$ cat config.mk
export PLATFORM = sky130hd
export DESIGN_NAME = csd_decoder
export DESIGN_NICKNAME = d
export VERILOG_FILES = /design/src/csd_pkg.sv /design/src/csd_decoder.sv /design/src/csd_area_match.sv /design/src/csd_prio_sel.sv
export SDC_FILE = /design/constraint.sdc
export NUM_CORES = 1
export LEC_CHECK = 0
export ABC_AREA = 1
export BUFFER_PORTS_ARGS = -buffer_cell sky130_fd_sc_hd__buf_2
export CAP_MARGIN = 20
export CORE_UTILIZATION = 40
export DETAILED_ROUTE_END_ITERATION = 10
export SLEW_MARGIN = 20
export SYNTH_ARGS = -nofsm -noshare
export SYNTH_HDL_FRONTEND = slang
export SYNTH_SLANG_ARGS = --single-unit
$ cat constraint.sdc
create_clock -name ref_clk_i -period 2 [get_ports ref_clk_i]
set_clock_uncertainty 0.15 [all_clocks]
set_input_delay 0.2 -clock ref_clk_i [delete_from_list [all_inputs] [get_ports ref_clk_i]]
set_output_delay 0.2 -clock ref_clk_i [all_outputs]
set_load 0.02 [all_outputs]
$ cat src/csd_pkg.sv
// Purpose: Shared constants, types and helpers of the chip-select area decoder
// Assumes: 24-bit CPU bus address, registers reached over 32-bit Wishbone
// Notes:   Register indexes are word indexes; byte address is four times the index
package csd_pkg;

	// Geometry of the decoder
	localparam int CSD_AREAS     = 4;
	localparam int CSD_ADDR_W    = 24;
	localparam int CSD_REG_W     = 8;
	localparam int CSD_IDX_W     = 8;

	// Register indexes (byte address = index * 4)
	localparam logic [7:0] CSD_IDX_AREA0_CTRL  = 8'hC0;
	localparam logic [7:0] CSD_IDX_AREA1_CTRL  = 8'hC1;
	localparam logic [7:0] CSD_IDX_AREA2_CTRL  = 8'hC2;
	localparam logic [7:0] CSD_IDX_AREA3_CTRL  = 8'hC3;
	localparam logic [7:0] CSD_IDX_DFLT_CTRL   = 8'hC7;
	localparam logic [7:0] CSD_IDX_AREA0_START = 8'hC8;
	localparam logic [7:0] CSD_IDX_AREA0_MASK  = 8'hC9;
	localparam logic [7:0] CSD_IDX_AREA1_START = 8'hCA;
	localparam logic [7:0] CSD_IDX_AREA1_MASK  = 8'hCB;
	localparam logic [7:0] CSD_IDX_AREA2_START = 8'hCC;
	localparam logic [7:0] CSD_IDX_AREA2_MASK  = 8'hCD;
	localparam logic [7:0] CSD_IDX_AREA3_START = 8'hCE;
	localparam logic [7:0] CSD_IDX_AREA3_MASK  = 8'hCF;
	localparam logic [7:0] CSD_IDX_STATUS      = 8'hD0;

	// Reset values
	localparam logic [7:0] CSD_RST_START = 8'hFF;
	localparam logic [7:0] CSD_RST_MASK  = 8'hFF;
	localparam logic [7:0] CSD_RST_CTRL  = 8'h00;
	localparam logic [7:0] CSD_RST_CTRL2 = 8'h80;

	// Field positions of the area masks
	localparam int CSD_START_LSB = 16;
	localparam int CSD_FINE_BIT  = 8;
	localparam int CSD_A0_TOP    = 20;
	localparam int CSD_A1_TOP    = 21;
	localparam int CSD_A23_TOP   = 22;
	localparam int CSD_A23_LSB   = 15;
	localparam int CSD_MAP_BIT   = 6;

	// Fixed window of area two in its fixed map mode
	localparam logic [23:0] CSD_AREA2_FIX_LO = 24'h002000;
	localparam logic [23:0] CSD_AREA2_FIX_HI = 24'hFDFFFF;

	// Per-area control register layout
	typedef struct packed {
		logic       enable;
		logic       map_mode;
		logic [1:0] waveform;
		logic       narrow;
		logic [2:0] waits;
	} csd_ctrl_s;

	// Settings that steer the running bus cycle
	typedef struct packed {
		logic [3:0] sel_n;
		logic       default_hit;
		logic [1:0] waveform;
		logic       narrow;
		logic [2:0] waits;
	} csd_cycle_s;

endpackage

$ cat src/csd_decoder.sv
// Purpose: Chip-select area decoder with Wishbone register file
// Assumes: Classic Wishbone, 32-bit data, byte addresses, synchronous reset
// Notes:   Chip selects and cycle settings are registered, one cycle after address
//
// Contract
// - Start register gives address bits 23..16; lower sixteen bits are zero.
// - Reset sets every start and mask register to all ones.
// - Only address bits with a zero mask bit, and the bits above an area's mask field, take part in compare.
// - Area 0 masks bits 20..16, 15, shared 14..9, and 8.
// - Area 1 masks bits 21..16, shared 15..9, and bit 8.
// - Areas 2 and 3 mask bits 22 down to 15, one each.
// - Areas 0, 1 and 3 are disabled after reset.
// - Area 2 enabled after reset, fixed range 002000 to FDFFFF.
// - Unmatched addresses use the default area bus width and waits.
// - Among several matching areas the lowest number wins.
// - Every bus cycle compares address; match asserts select and settings.
`timescale 1ns/10ps
module csd_decoder
	import csd_pkg::*;
#(
	parameter int ADR_W = 12
)(
	input  wire logic                  ref_clk_i,     // System clock, 40 MHz
	input  wire logic                  sys_rst_i,     // Synchronous reset, high
	input  wire logic [ADR_W-1:0]      wb_adr_i,      // Wishbone byte address
	input  wire logic [31:0]           wb_dat_i,      // Write data
	output logic      [31:0]           wb_dat_o,      // Read data
	input  wire logic                  wb_we_i,       // Write enable
	input  wire logic [3:0]            wb_sel_i,      // Byte lanes
	input  wire logic                  wb_cyc_i,      // Cycle
	input  wire logic                  wb_stb_i,      // Strobe
	output logic                       wb_ack_o,      // Acknowledge
	input  wire logic [CSD_ADDR_W-1:0] bus_addr_i,    // CPU bus address
	input  wire logic                  bus_cycle_i,   // CPU bus cycle active
	output logic      [3:0]            area_sel_n_o,  // Chip selects, low active
	output csd_pkg::csd_cycle_s        cycle_cfg_o    // Settings of this cycle
);
	import csd_pkg::*;

	// Parameter check
	generate
		if (ADR_W < 10 || ADR_W > 32)
		begin : g_chk
			$error("csd_decoder ADR_W must lie between 10 and 32");
		end
	endgenerate

	// Register state
	logic [7:0]  start_q [CSD_AREAS];
	logic [7:0]  mask_q  [CSD_AREAS];
	csd_ctrl_s   ctrl_q  [CSD_AREAS];
	csd_ctrl_s   dflt_q;
	logic [7:0]  next_start [CSD_AREAS];
	logic [7:0]  next_mask  [CSD_AREAS];
	csd_ctrl_s   next_ctrl  [CSD_AREAS];
	csd_ctrl_s   next_dflt;

	// Bus slave state
	logic        ack_q;
	logic        next_ack;
	logic [31:0] rdata_q;
	logic [31:0] next_rdata;

	// Decode state
	csd_cycle_s  cycle_q;
	csd_cycle_s  next_cycle;

	// Access decode
	logic        req;
	logic        wr_lane0;
	logic        idx_ok;
	logic [7:0]  idx;

	// Matching
	logic [CSD_ADDR_W-1:0] ignore [CSD_AREAS];
	logic [CSD_AREAS-1:0]  hit_cmp;
	logic [CSD_AREAS-1:0]  hit;
	logic [CSD_AREAS-1:0]  win;
	logic                  any_hit;
	logic                  area2_fixed_hit;

	// Expand an area's mask register to one ignore bit per address bit
	function automatic logic [CSD_ADDR_W-1:0] ignore_bits(input int area, input logic [7:0] m);
		logic [CSD_ADDR_W-1:0] r;
		r = '0;
		unique case (area)
			0:
			begin
				r[CSD_A0_TOP -: 5]       = m[7:3];
				r[CSD_A23_LSB]           = m[2];
				r[14:9]                  = {6{m[1]}};
				r[CSD_FINE_BIT]          = m[0];
				r[CSD_FINE_BIT-1:0]      = '1;
			end
			1:
			begin
				r[CSD_A1_TOP -: 6]       = m[7:2];
				r[CSD_A23_LSB:9]         = {7{m[1]}};
				r[CSD_FINE_BIT]          = m[0];
				r[CSD_FINE_BIT-1:0]      = '1;
			end
			default:
			begin
				r[CSD_A23_TOP:CSD_A23_LSB] = m;
				r[CSD_A23_LSB-1:0]         = '1;
			end
		endcase
		return r;
	endfunction

	// Wishbone request decode
	assign req      = wb_cyc_i && wb_stb_i && !ack_q;
	assign wr_lane0 = wb_cyc_i && wb_stb_i && ack_q && wb_we_i && wb_sel_i[0]; // Lands with ack
	assign idx      = wb_adr_i[9:2];
	assign idx_ok   = (ADR_W == 10) ? 1'b1 : (wb_adr_i[ADR_W-1:ADR_W-1] == 1'b0
	                  && (wb_adr_i >> 10) == '0);

	// Next register values from writes
	always_comb
	begin
		for (int a = 0; a < CSD_AREAS; a++)
		begin
			next_start[a] = start_q[a];
			next_mask[a]  = mask_q[a];
			next_ctrl[a]  = ctrl_q[a];
		end
		next_dflt = dflt_q;
		if (wr_lane0 && idx_ok)
		begin
			unique case (idx)
				CSD_IDX_AREA0_START: next_start[0] = wb_dat_i[7:0];
				CSD_IDX_AREA1_START: next_start[1] = wb_dat_i[7:0];
				CSD_IDX_AREA2_START: next_start[2] = wb_dat_i[7:0];
				CSD_IDX_AREA3_START: next_start[3] = wb_dat_i[7:0];
				CSD_IDX_AREA0_MASK:  next_mask[0]  = wb_dat_i[7:0];
				CSD_IDX_AREA1_MASK:  next_mask[1]  = wb_dat_i[7:0];
				CSD_IDX_AREA2_MASK:  next_mask[2]  = wb_dat_i[7:0];
				CSD_IDX_AREA3_MASK:  next_mask[3]  = wb_dat_i[7:0];
				CSD_IDX_AREA0_CTRL:  next_ctrl[0]  = wb_dat_i[7:0] & ~(8'h01 << CSD_MAP_BIT);
				CSD_IDX_AREA1_CTRL:  next_ctrl[1]  = wb_dat_i[7:0] & ~(8'h01 << CSD_MAP_BIT);
				CSD_IDX_AREA2_CTRL:  next_ctrl[2]  = wb_dat_i[7:0];
				CSD_IDX_AREA3_CTRL:  next_ctrl[3]  = wb_dat_i[7:0] & ~(8'h01 << CSD_MAP_BIT);
				CSD_IDX_DFLT_CTRL:   next_dflt     = wb_dat_i[7:0] & 8'h3F;
				default:             next_dflt     = dflt_q;
			endcase
		end
	end

	// Register file storage
	always_ff @(posedge ref_clk_i)
	begin
		if (sys_rst_i)
		begin
			for (int a = 0; a < CSD_AREAS; a++)
			begin
				start_q[a] <= CSD_RST_START;
				mask_q[a]  <= CSD_RST_MASK;
				ctrl_q[a]  <= CSD_RST_CTRL;
			end
			ctrl_q[2] <= CSD_RST_CTRL2;
			dflt_q    <= CSD_RST_CTRL;
		end
		else
		begin
			for (int a = 0; a < CSD_AREAS; a++)
			begin
				start_q[a] <= next_start[a];
				mask_q[a]  <= next_mask[a];
				ctrl_q[a]  <= next_ctrl[a];
			end
			dflt_q <= next_dflt;
		end
	end

	// Read data and acknowledge, one wait cycle per access
	always_comb
	begin
		next_ack   = req;
		next_rdata = 32'h0000_0000;
		if (req && !wb_we_i && idx_ok)
		begin
			unique case (idx)
				CSD_IDX_AREA0_START: next_rdata[7:0] = start_q[0];
				CSD_IDX_AREA1_START: next_rdata[7:0] = start_q[1];
				CSD_IDX_AREA2_START: next_rdata[7:0] = start_q[2];
				CSD_IDX_AREA3_START: next_rdata[7:0] = start_q[3];
				CSD_IDX_AREA0_MASK:  next_rdata[7:0] = mask_q[0];
				CSD_IDX_AREA1_MASK:  next_rdata[7:0] = mask_q[1];
				CSD_IDX_AREA2_MASK:  next_rdata[7:0] = mask_q[2];
				CSD_IDX_AREA3_MASK:  next_rdata[7:0] = mask_q[3];
				CSD_IDX_AREA0_CTRL:  next_rdata[7:0] = ctrl_q[0];
				CSD_IDX_AREA1_CTRL:  next_rdata[7:0] = ctrl_q[1];
				CSD_IDX_AREA2_CTRL:  next_rdata[7:0] = ctrl_q[2];
				CSD_IDX_AREA3_CTRL:  next_rdata[7:0] = ctrl_q[3];
				CSD_IDX_DFLT_CTRL:   next_rdata[7:0] = dflt_q;
				CSD_IDX_STATUS:      next_rdata[7:0] = {3'b000, cycle_q.default_hit,
				                                        ~cycle_q.sel_n};
				default:             next_rdata      = 32'h0000_0000;
			endcase
		end
	end

	// Bus slave registers
	always_ff @(posedge ref_clk_i)
	begin
		if (sys_rst_i)
		begin
			ack_q   <= 1'b0;
			rdata_q <= 32'h0000_0000;
		end
		else
		begin
			ack_q   <= next_ack;
			rdata_q <= next_rdata;
		end
	end

	assign wb_ack_o = ack_q;
	assign wb_dat_o = rdata_q;

	// Per-area comparators
	generate
		for (genvar g = 0; g < CSD_AREAS; g++)
		begin : g_area
			assign ignore[g] = ignore_bits(g, mask_q[g]);
			csd_area_match u_match (
				.addr_i   (bus_addr_i),
				.start_i  (start_q[g]),
				.ignore_i (ignore[g]),
				.enable_i (ctrl_q[g].enable),
				.hit_o    (hit_cmp[g])
			);
		end
	endgenerate

	// Area two fixed window when map mode is clear
	assign area2_fixed_hit = ctrl_q[2].enable
	                         && (bus_addr_i >= CSD_AREA2_FIX_LO)
	                         && (bus_addr_i <= CSD_AREA2_FIX_HI);

	// Hits per area, area two chooses its map
	always_comb
	begin
		hit    = hit_cmp;
		hit[2] = ctrl_q[2].map_mode ? hit_cmp[2] : area2_fixed_hit;
	end

	// Priority resolution
	csd_prio_sel #(
		.N (CSD_AREAS)
	) u_prio (
		.hit_i    (hit),
		.onehot_o (win),
		.any_o    (any_hit)
	);

	// Settings of the running cycle
	always_comb
	begin
		next_cycle.sel_n       = 4'hF;
		next_cycle.default_hit = 1'b0;
		next_cycle.waveform    = 2'b00;
		next_cycle.narrow      = 1'b0;
		next_cycle.waits       = 3'b000;
		if (bus_cycle_i)
		begin
			if (any_hit)
			begin
				next_cycle.sel_n = ~win;
				for (int a = 0; a < CSD_AREAS; a++)
				begin
					if (win[a])
					begin
						next_cycle.waveform = ctrl_q[a].waveform;
						next_cycle.narrow   = ctrl_q[a].narrow;
						next_cycle.waits    = ctrl_q[a].waits;
					end
				end
			end
			else
			begin
				next_cycle.default_hit = 1'b1;
				next_cycle.waveform    = dflt_q.waveform;
				next_cycle.narrow      = dflt_q.narrow;
				next_cycle.waits       = dflt_q.waits;
			end
		end
	end

	// Registered cycle outputs
	always_ff @(posedge ref_clk_i)
	begin
		if (sys_rst_i)
		begin
			cycle_q <= {4'hF, 7'h00};
		end
		else
		begin
			cycle_q <= next_cycle;
		end
	end

	assign area_sel_n_o = cycle_q.sel_n;
	assign cycle_cfg_o  = cycle_q;
endmodule

$ cat src/csd_area_match.sv
// Purpose: Compares one bus address with one area's start and mask
// Assumes: Ignore mask already expanded to full address width
// Notes:   Purely combinational, one instance per area
`timescale 1ns/10ps
module csd_area_match
	import csd_pkg::*;
(
	input  wire logic [CSD_ADDR_W-1:0] addr_i,    // Bus address
	input  wire logic [7:0]            start_i,   // Start bits 23..16
	input  wire logic [CSD_ADDR_W-1:0] ignore_i,  // One marks a bit left out
	input  wire logic                  enable_i,  // Area enable
	output logic                       hit_o      // Address falls in area
);
	logic [CSD_ADDR_W-1:0] base;

	// Start address, low sixteen bits fixed at zero
	assign base = {start_i, 16'h0000};

	// Masked compare, gated by enable
	assign hit_o = enable_i && (((addr_i ^ base) & ~ignore_i) == '0);
endmodule

$ cat src/csd_prio_sel.sv
// Purpose: Picks the lowest numbered hit among several areas
// Assumes: Bit zero has the highest priority
// Notes:   Combinational; any_o low means no area matched
`timescale 1ns/10ps
module csd_prio_sel #(
	parameter int N = 4
)(
	input  wire logic [N-1:0] hit_i,    // Raw hits
	output logic [N-1:0]      onehot_o, // Winning area
	output logic              any_o     // Some area hit
);
	generate
		if (N < 1)
		begin : g_chk
			$error("csd_prio_sel needs at least one input");
		end
	endgenerate

	// Isolate lowest set bit
	assign onehot_o = hit_i & (~hit_i + N'(1));
	assign any_o    = |hit_i;
endmodule

Yosys cells after proc, flatten, opt, wreduce, memory -nomap -nowiden
Memories as Yosys holds them, arrays and structs flattened.
Cells that the tools add are included.
{"block": "word_totals", "register_bits": 50, "latch_bits": 0, "mem_bits_rw": 96, "romBits": 0, "output_inout_bits": 48, "word_cells": 130, "n_memories": 3}
{"block": "op_classes", "add_sub_neg": 1, "multipliers": 0, "n_div": 0, "magnitude_cmp": 2, "eq_ne": 14, "n_shift": 0, "mux": 39, "bitwise_logic": 33, "n_reduce_logical": 27}
{"name": "ctrl_q", "words": 4, "word_bits": 8, "read_ports": 4, "rd_clocked_by_memory_dff": 0, "wr": 4, "line_no": "csd_decoder.sv:51", "source": "csd_ctrl_s ctrl_q [CSD_AREAS];"}
{"name": "mask_q", "words": 4, "word_bits": 8, "read_ports": 4, "rd_clocked_by_memory_dff": 0, "wr": 4, "line_no": "csd_decoder.sv:50", "source": "logic [7:0] mask_q [CSD_AREAS];"}
{"name": "start_q", "words": 4, "word_bits": 8, "read_ports": 4, "rd_clocked_by_memory_dff": 0, "wr": 4, "line_no": "csd_decoder.sv:49", "source": "logic [7:0] start_q [CSD_AREAS];"}
{"operator": "2-to-1 mux 8 bit", "count": 25}
{"operator": "equality test 8 bit, second input constant", "count": 14}
{"operator": "case mux 8 bit (14 select lines)", "count": 1}
{"operator": "bitwise AND 24 bit", "count": 4}
{"operator": "zero test 24 bit", "count": 4}
{"operator": "2-to-1 mux 32 bit", "count": 3}
{"operator": "XOR 24 bit", "count": 4}
{"operator": "inverter 23 -> 24 bit", "count": 2}
{"operator": "2-to-1 mux 6 bit", "count": 5}
{"operator": "greater-or-equal comparator 24 x 14 -> 1 bit, second input constant", "count": 1}
{"operator": "less-or-equal comparator 24 bit, second input constant", "count": 1}
{"operator": "inverter 21 -> 24 bit", "count": 1}
{"operator": "inverter 22 -> 24 bit", "count": 1}
{"operator": "logical AND 1 bit", "count": 15}
{"operator": "bitwise OR 1 bit", "count": 13}
{"operator": "zero test 12 bit", "count": 1}
{"operator": "inverter 4 bit", "count": 3}
{"operator": "2-to-1 mux 1 bit", "count": 5}
{"operator": "adder 4 x 1 -> 4 bit, second input constant", "count": 1}
{"operator": "bitwise AND 4 bit", "count": 1}
{"operator": "inverter 1 bit", "count": 4}
{"operator": "OR reduction 2 bit", "count": 2}
{"operator": "OR reduction 4 bit", "count": 1}
{"operator": "OR reduction 3 bit", "count": 1}
{"operator": "2 further kinds", "count": 3}

Logic depth before layout (Yosys ltp)
An unclocked memory read counts as a cell.
{"block": "depth", "word_depth": 14, "mapped_depth": 14}

By module
A second synthesis with hierarchy kept.
{"block": "unflattened", "hier_cells": 1121, "area_unflattened_um2": 7571.0}
{"mod": "csd_decoder", "n_inst": 1, "cells_per_inst": 787, "area_each_um2": 6158.4}
{"mod": "csd_area_match", "n_inst": 4, "cells_per_inst": 81, "area_each_um2": 341.6}
{"mod": "csd_prio_sel", "n_inst": 1, "cells_per_inst": 10, "area_each_um2": 46.3}

Worst setup path before layout
Ideal clock, no wire load.
{"block": "synth_timing", "kind": "register to register", "start": "register wb_ack_o (netlist name)", "end": "memory ctrl_q[1][0] (netlist name) (enable)", "setup_ns": 0.381, "arrival_time_ns": 1.467, "t_required_ns": 1.469, "path_slack_ns": 0.002, "path_stages_with_launch": 4, "n_path_buf": 1, "synth_period_minus_slack_ns": 1.998, "path_cell_list": "dfxtp_1 -> nand4_4 -> buf_6 -> o21ai_0"}
{"element": "end: declaration", "line_no": "csd_decoder.sv:51"}

Final worst setup path
{"block": "layout_timing", "start": "input wb_stb_i", "end": "register ack_q (netlist: wb_ack_o)"}
{"block": "layout_via", "elab_chain_len": 2}
{"element": "start: declaration", "line_no": "csd_decoder.sv:31", "source": "input wire logic wb_stb_i,"}
{"element": "logical AND 1 bit (2 in a row)", "line_no": "csd_decoder.sv:112", "source": "assign req = wb_cyc_i && wb_stb_i && !ack_q;"}
{"element": "end signal: assignment", "line_no": "csd_decoder.sv:213", "source": "ack_q <= next_ack;"}
{"element": "end: declaration", "line_no": "csd_decoder.sv:59", "source": "logic ack_q;"}
Every way passes these cells.
A chain may end at the register's enable or synchronous reset.

==> reports/metrics.csv <==
metric;value;unit
Routed WL;20700;µm
die area;0.0165;mm²
Clock Pin Slew Worst Setup and Hold Paths;0.06;ns
Filler cells;1534;
Max clock buf depth;2;
wire per inst;17.0;µm
largest net degree at the start of global routing;43;
top post-synthesis cells by area;dfxtp_1 33%, nand2_1 14%, o211ai_1 7.7%;
Pwr Total;5.91;mW
CTS Sinks;119;
Post-Syn Area;0.00641;mm²
Seq/Total Area, Yosys;39.4;%
share of the synthesized area in the top cell type;32.8;%
# diodes;0;
endpoint type of the worst setup path;flip-flop;
Global Route Usage Sum;26.0;%
nets@finish;1067;
top-count cell post-synth;nand2_1;
vias in the first global route;5667;
num rows;45;
chip width;129;µm
LEAKAGE;3.86;nW
first-pass GRT wire length;32100;µm
Clock Latency Late Sink;0.43;ns
DRT iter0 DRCs;591;
Worst IR Drop VDD;0.585;mV
Unique masters post-synth;38;
Synth area leader;dfxtp_1;
top_reg_cell synth;dfxtp_1;
PwrDens;760;mW/mm²
Num CTS Buffers;17;
Final ANT Viol Nets;0;
Max Freq;516;MHz
Tmin final;1.94;ns
initial antenna violation count;0;
core area;0.0154;mm²
multi-input logic area;0.00316;mm²
H-tree depth;4;
Finished Core Util;50.4;%
share of cells above drive strength 1;20.3;%
CTS tree;yes;
Initial Utilization;41.5;%
WP data required;2.17;ns
crit path max fanout;2;
# DRC;0;
outcome;complete, no violations;
hold crit path type;input pin to flip-flop;
Placer Congestion;0.928;
vias per std cell;5.13;
Sequential cell area;0.00252;mm²
Via Count;6227;
clock root buffer;clkbuf_16;
Post-synth top cells;242 x nand2_1, 105 x dfxtp_1, 100 x inv_1;
asr flop ratio synth;0;%
Area Overhead vs Synth;21.4;%
CP Class;input pin to flip-flop;
num ports;126;
Final Max Tran Viols;0;
height of the die;129;µm
setup violators final;0;
Critical Path AT;2.11;ns
Final Hold Vio Count;0;
Setup TNS;0;ns
gr ovfl total;0;
post-synthesis register bit count;119;
max-cap violations;0;
HPWL Detailed;15600;µm
Synth Warn #;0;
iteration count of the initial detailed-routing pass;5;
cells after synthesis;886;
PortBufs;64;
Worst setup SP type;input pin;
period utilisation layout;97.0;%
Synth Area per Inst;7.23;µm²
Post-synth EDFFs;14;
unrepaired setup endpoints after global routing;no;
-- worst max-delay path: stages --
cell and delay, ns:
dlygate4sd3_1 0.54, buf_2 0.12, nand2_1 0.08, dlygate4sd3_1 0.57
nor3_2 0.05, dlygate4sd3_1 0.55
-- layout make-up --
type | instances | area share, %
clock buffers | 17 | 5.47
inverters | 124 | 6.05
multi-input cells | 615 | 40.7
well taps | 211 | 3.39
flip-flops and latches | 119 | 32.4
clock inverters | 15 | 1.87
repair buffers | 112 | 10.1
-- state kept, by name (all words and copies together) (netlist names) --
register / flops
wb_ack_o: 1
ctrl_q: 29
dflt_q: 6
area_sel_n_o: 4
cycle_cfg_o: 7
start_q: 32
mask_q: 32
wb_dat_o: 8
-- logic make-up after synthesis --
group | after synthesis | share of synthesized area (%)
other | 1 | 0.0585
flip-flops | 119 | 39.4
AO/OA/AOI/OAI | 157 | 15.5
AND/OR/NAND/NOR | 434 | 32.3
buffers and inverters | 175 | 12.8
-- layout by cell type (no fill, tap or decap), types with 17 or more instances in the layout --
cell type / count
buf_2: 64
o22ai_1: 19
inv_1: 100
buf_4: 30
nor2_1: 71
o21ai_0: 31
inv_2: 21
nand3_1: 49
clkbuf_16: 17
o211ai_1: 66
nand2_1: 242
a21oi_1: 29
conb_1: 24
dfxtp_1: 105
-- path summary, 6_finish.rpt --
check | from | endpoint | slack [ns] | depth (start not counted)
setup / recovery | wb_stb_i | wb_ack_o | 0.06 | 6
hold / removal | wb_adr_i[10] | wb_dat_o[6] | 0.08 | 5
setup reg to reg | mask_q[1][5] | area_sel_n_o[1] | 0.21 | 11
hold reg to reg | dflt_q[3] | cycle_cfg_o[3] | 0.32 | 2
-- power by group --
part | switching, mW | leakage (nW) | internal [mW]
clock | 1.27 | 0.277 | 1.73
sequential | 0.0213 | 0.984 | 2.45
combinational | 0.317 | 2.60 | 0.122
-- per-layer routing --
metal  share of wire, %  up-vias  global-route usage [%]  routed length (µm)
met5                  0        -                       0                   0
met4                2.1        0                    8.93                 434
met3                7.8       33                    4.82                1620
met2                 44      257                    39.6                9090
met1                 46     2853                    36.7                9510
li1                   -     3084                       -                   -
-- through the flow --
step                      std cells  setup WS (ns)  instance area [µm²]  hold slack (ns)
after floorplan                 909        0.00211                 6490            0.180
after global placement         1164         0.0315                 7030            0.308
after detailed placement       1164         0.0566                 7030            0.314
after CTS                      1208         0.0543                 7720           0.0752
after global routing           1213         0.0121                 7780           0.0909
final                          1213         0.0604                 7780           0.0827
-- what timing repair did --
action,4_1_cts,5_1_grt
gates resized for setup,0,2
buffers inserted,0,5
hold buffers,12,0
endpoints found under the hold margin,46,0
endpoints found under the setup margin,0,37
No activity file was read; power rests on OpenSTA's default activity.
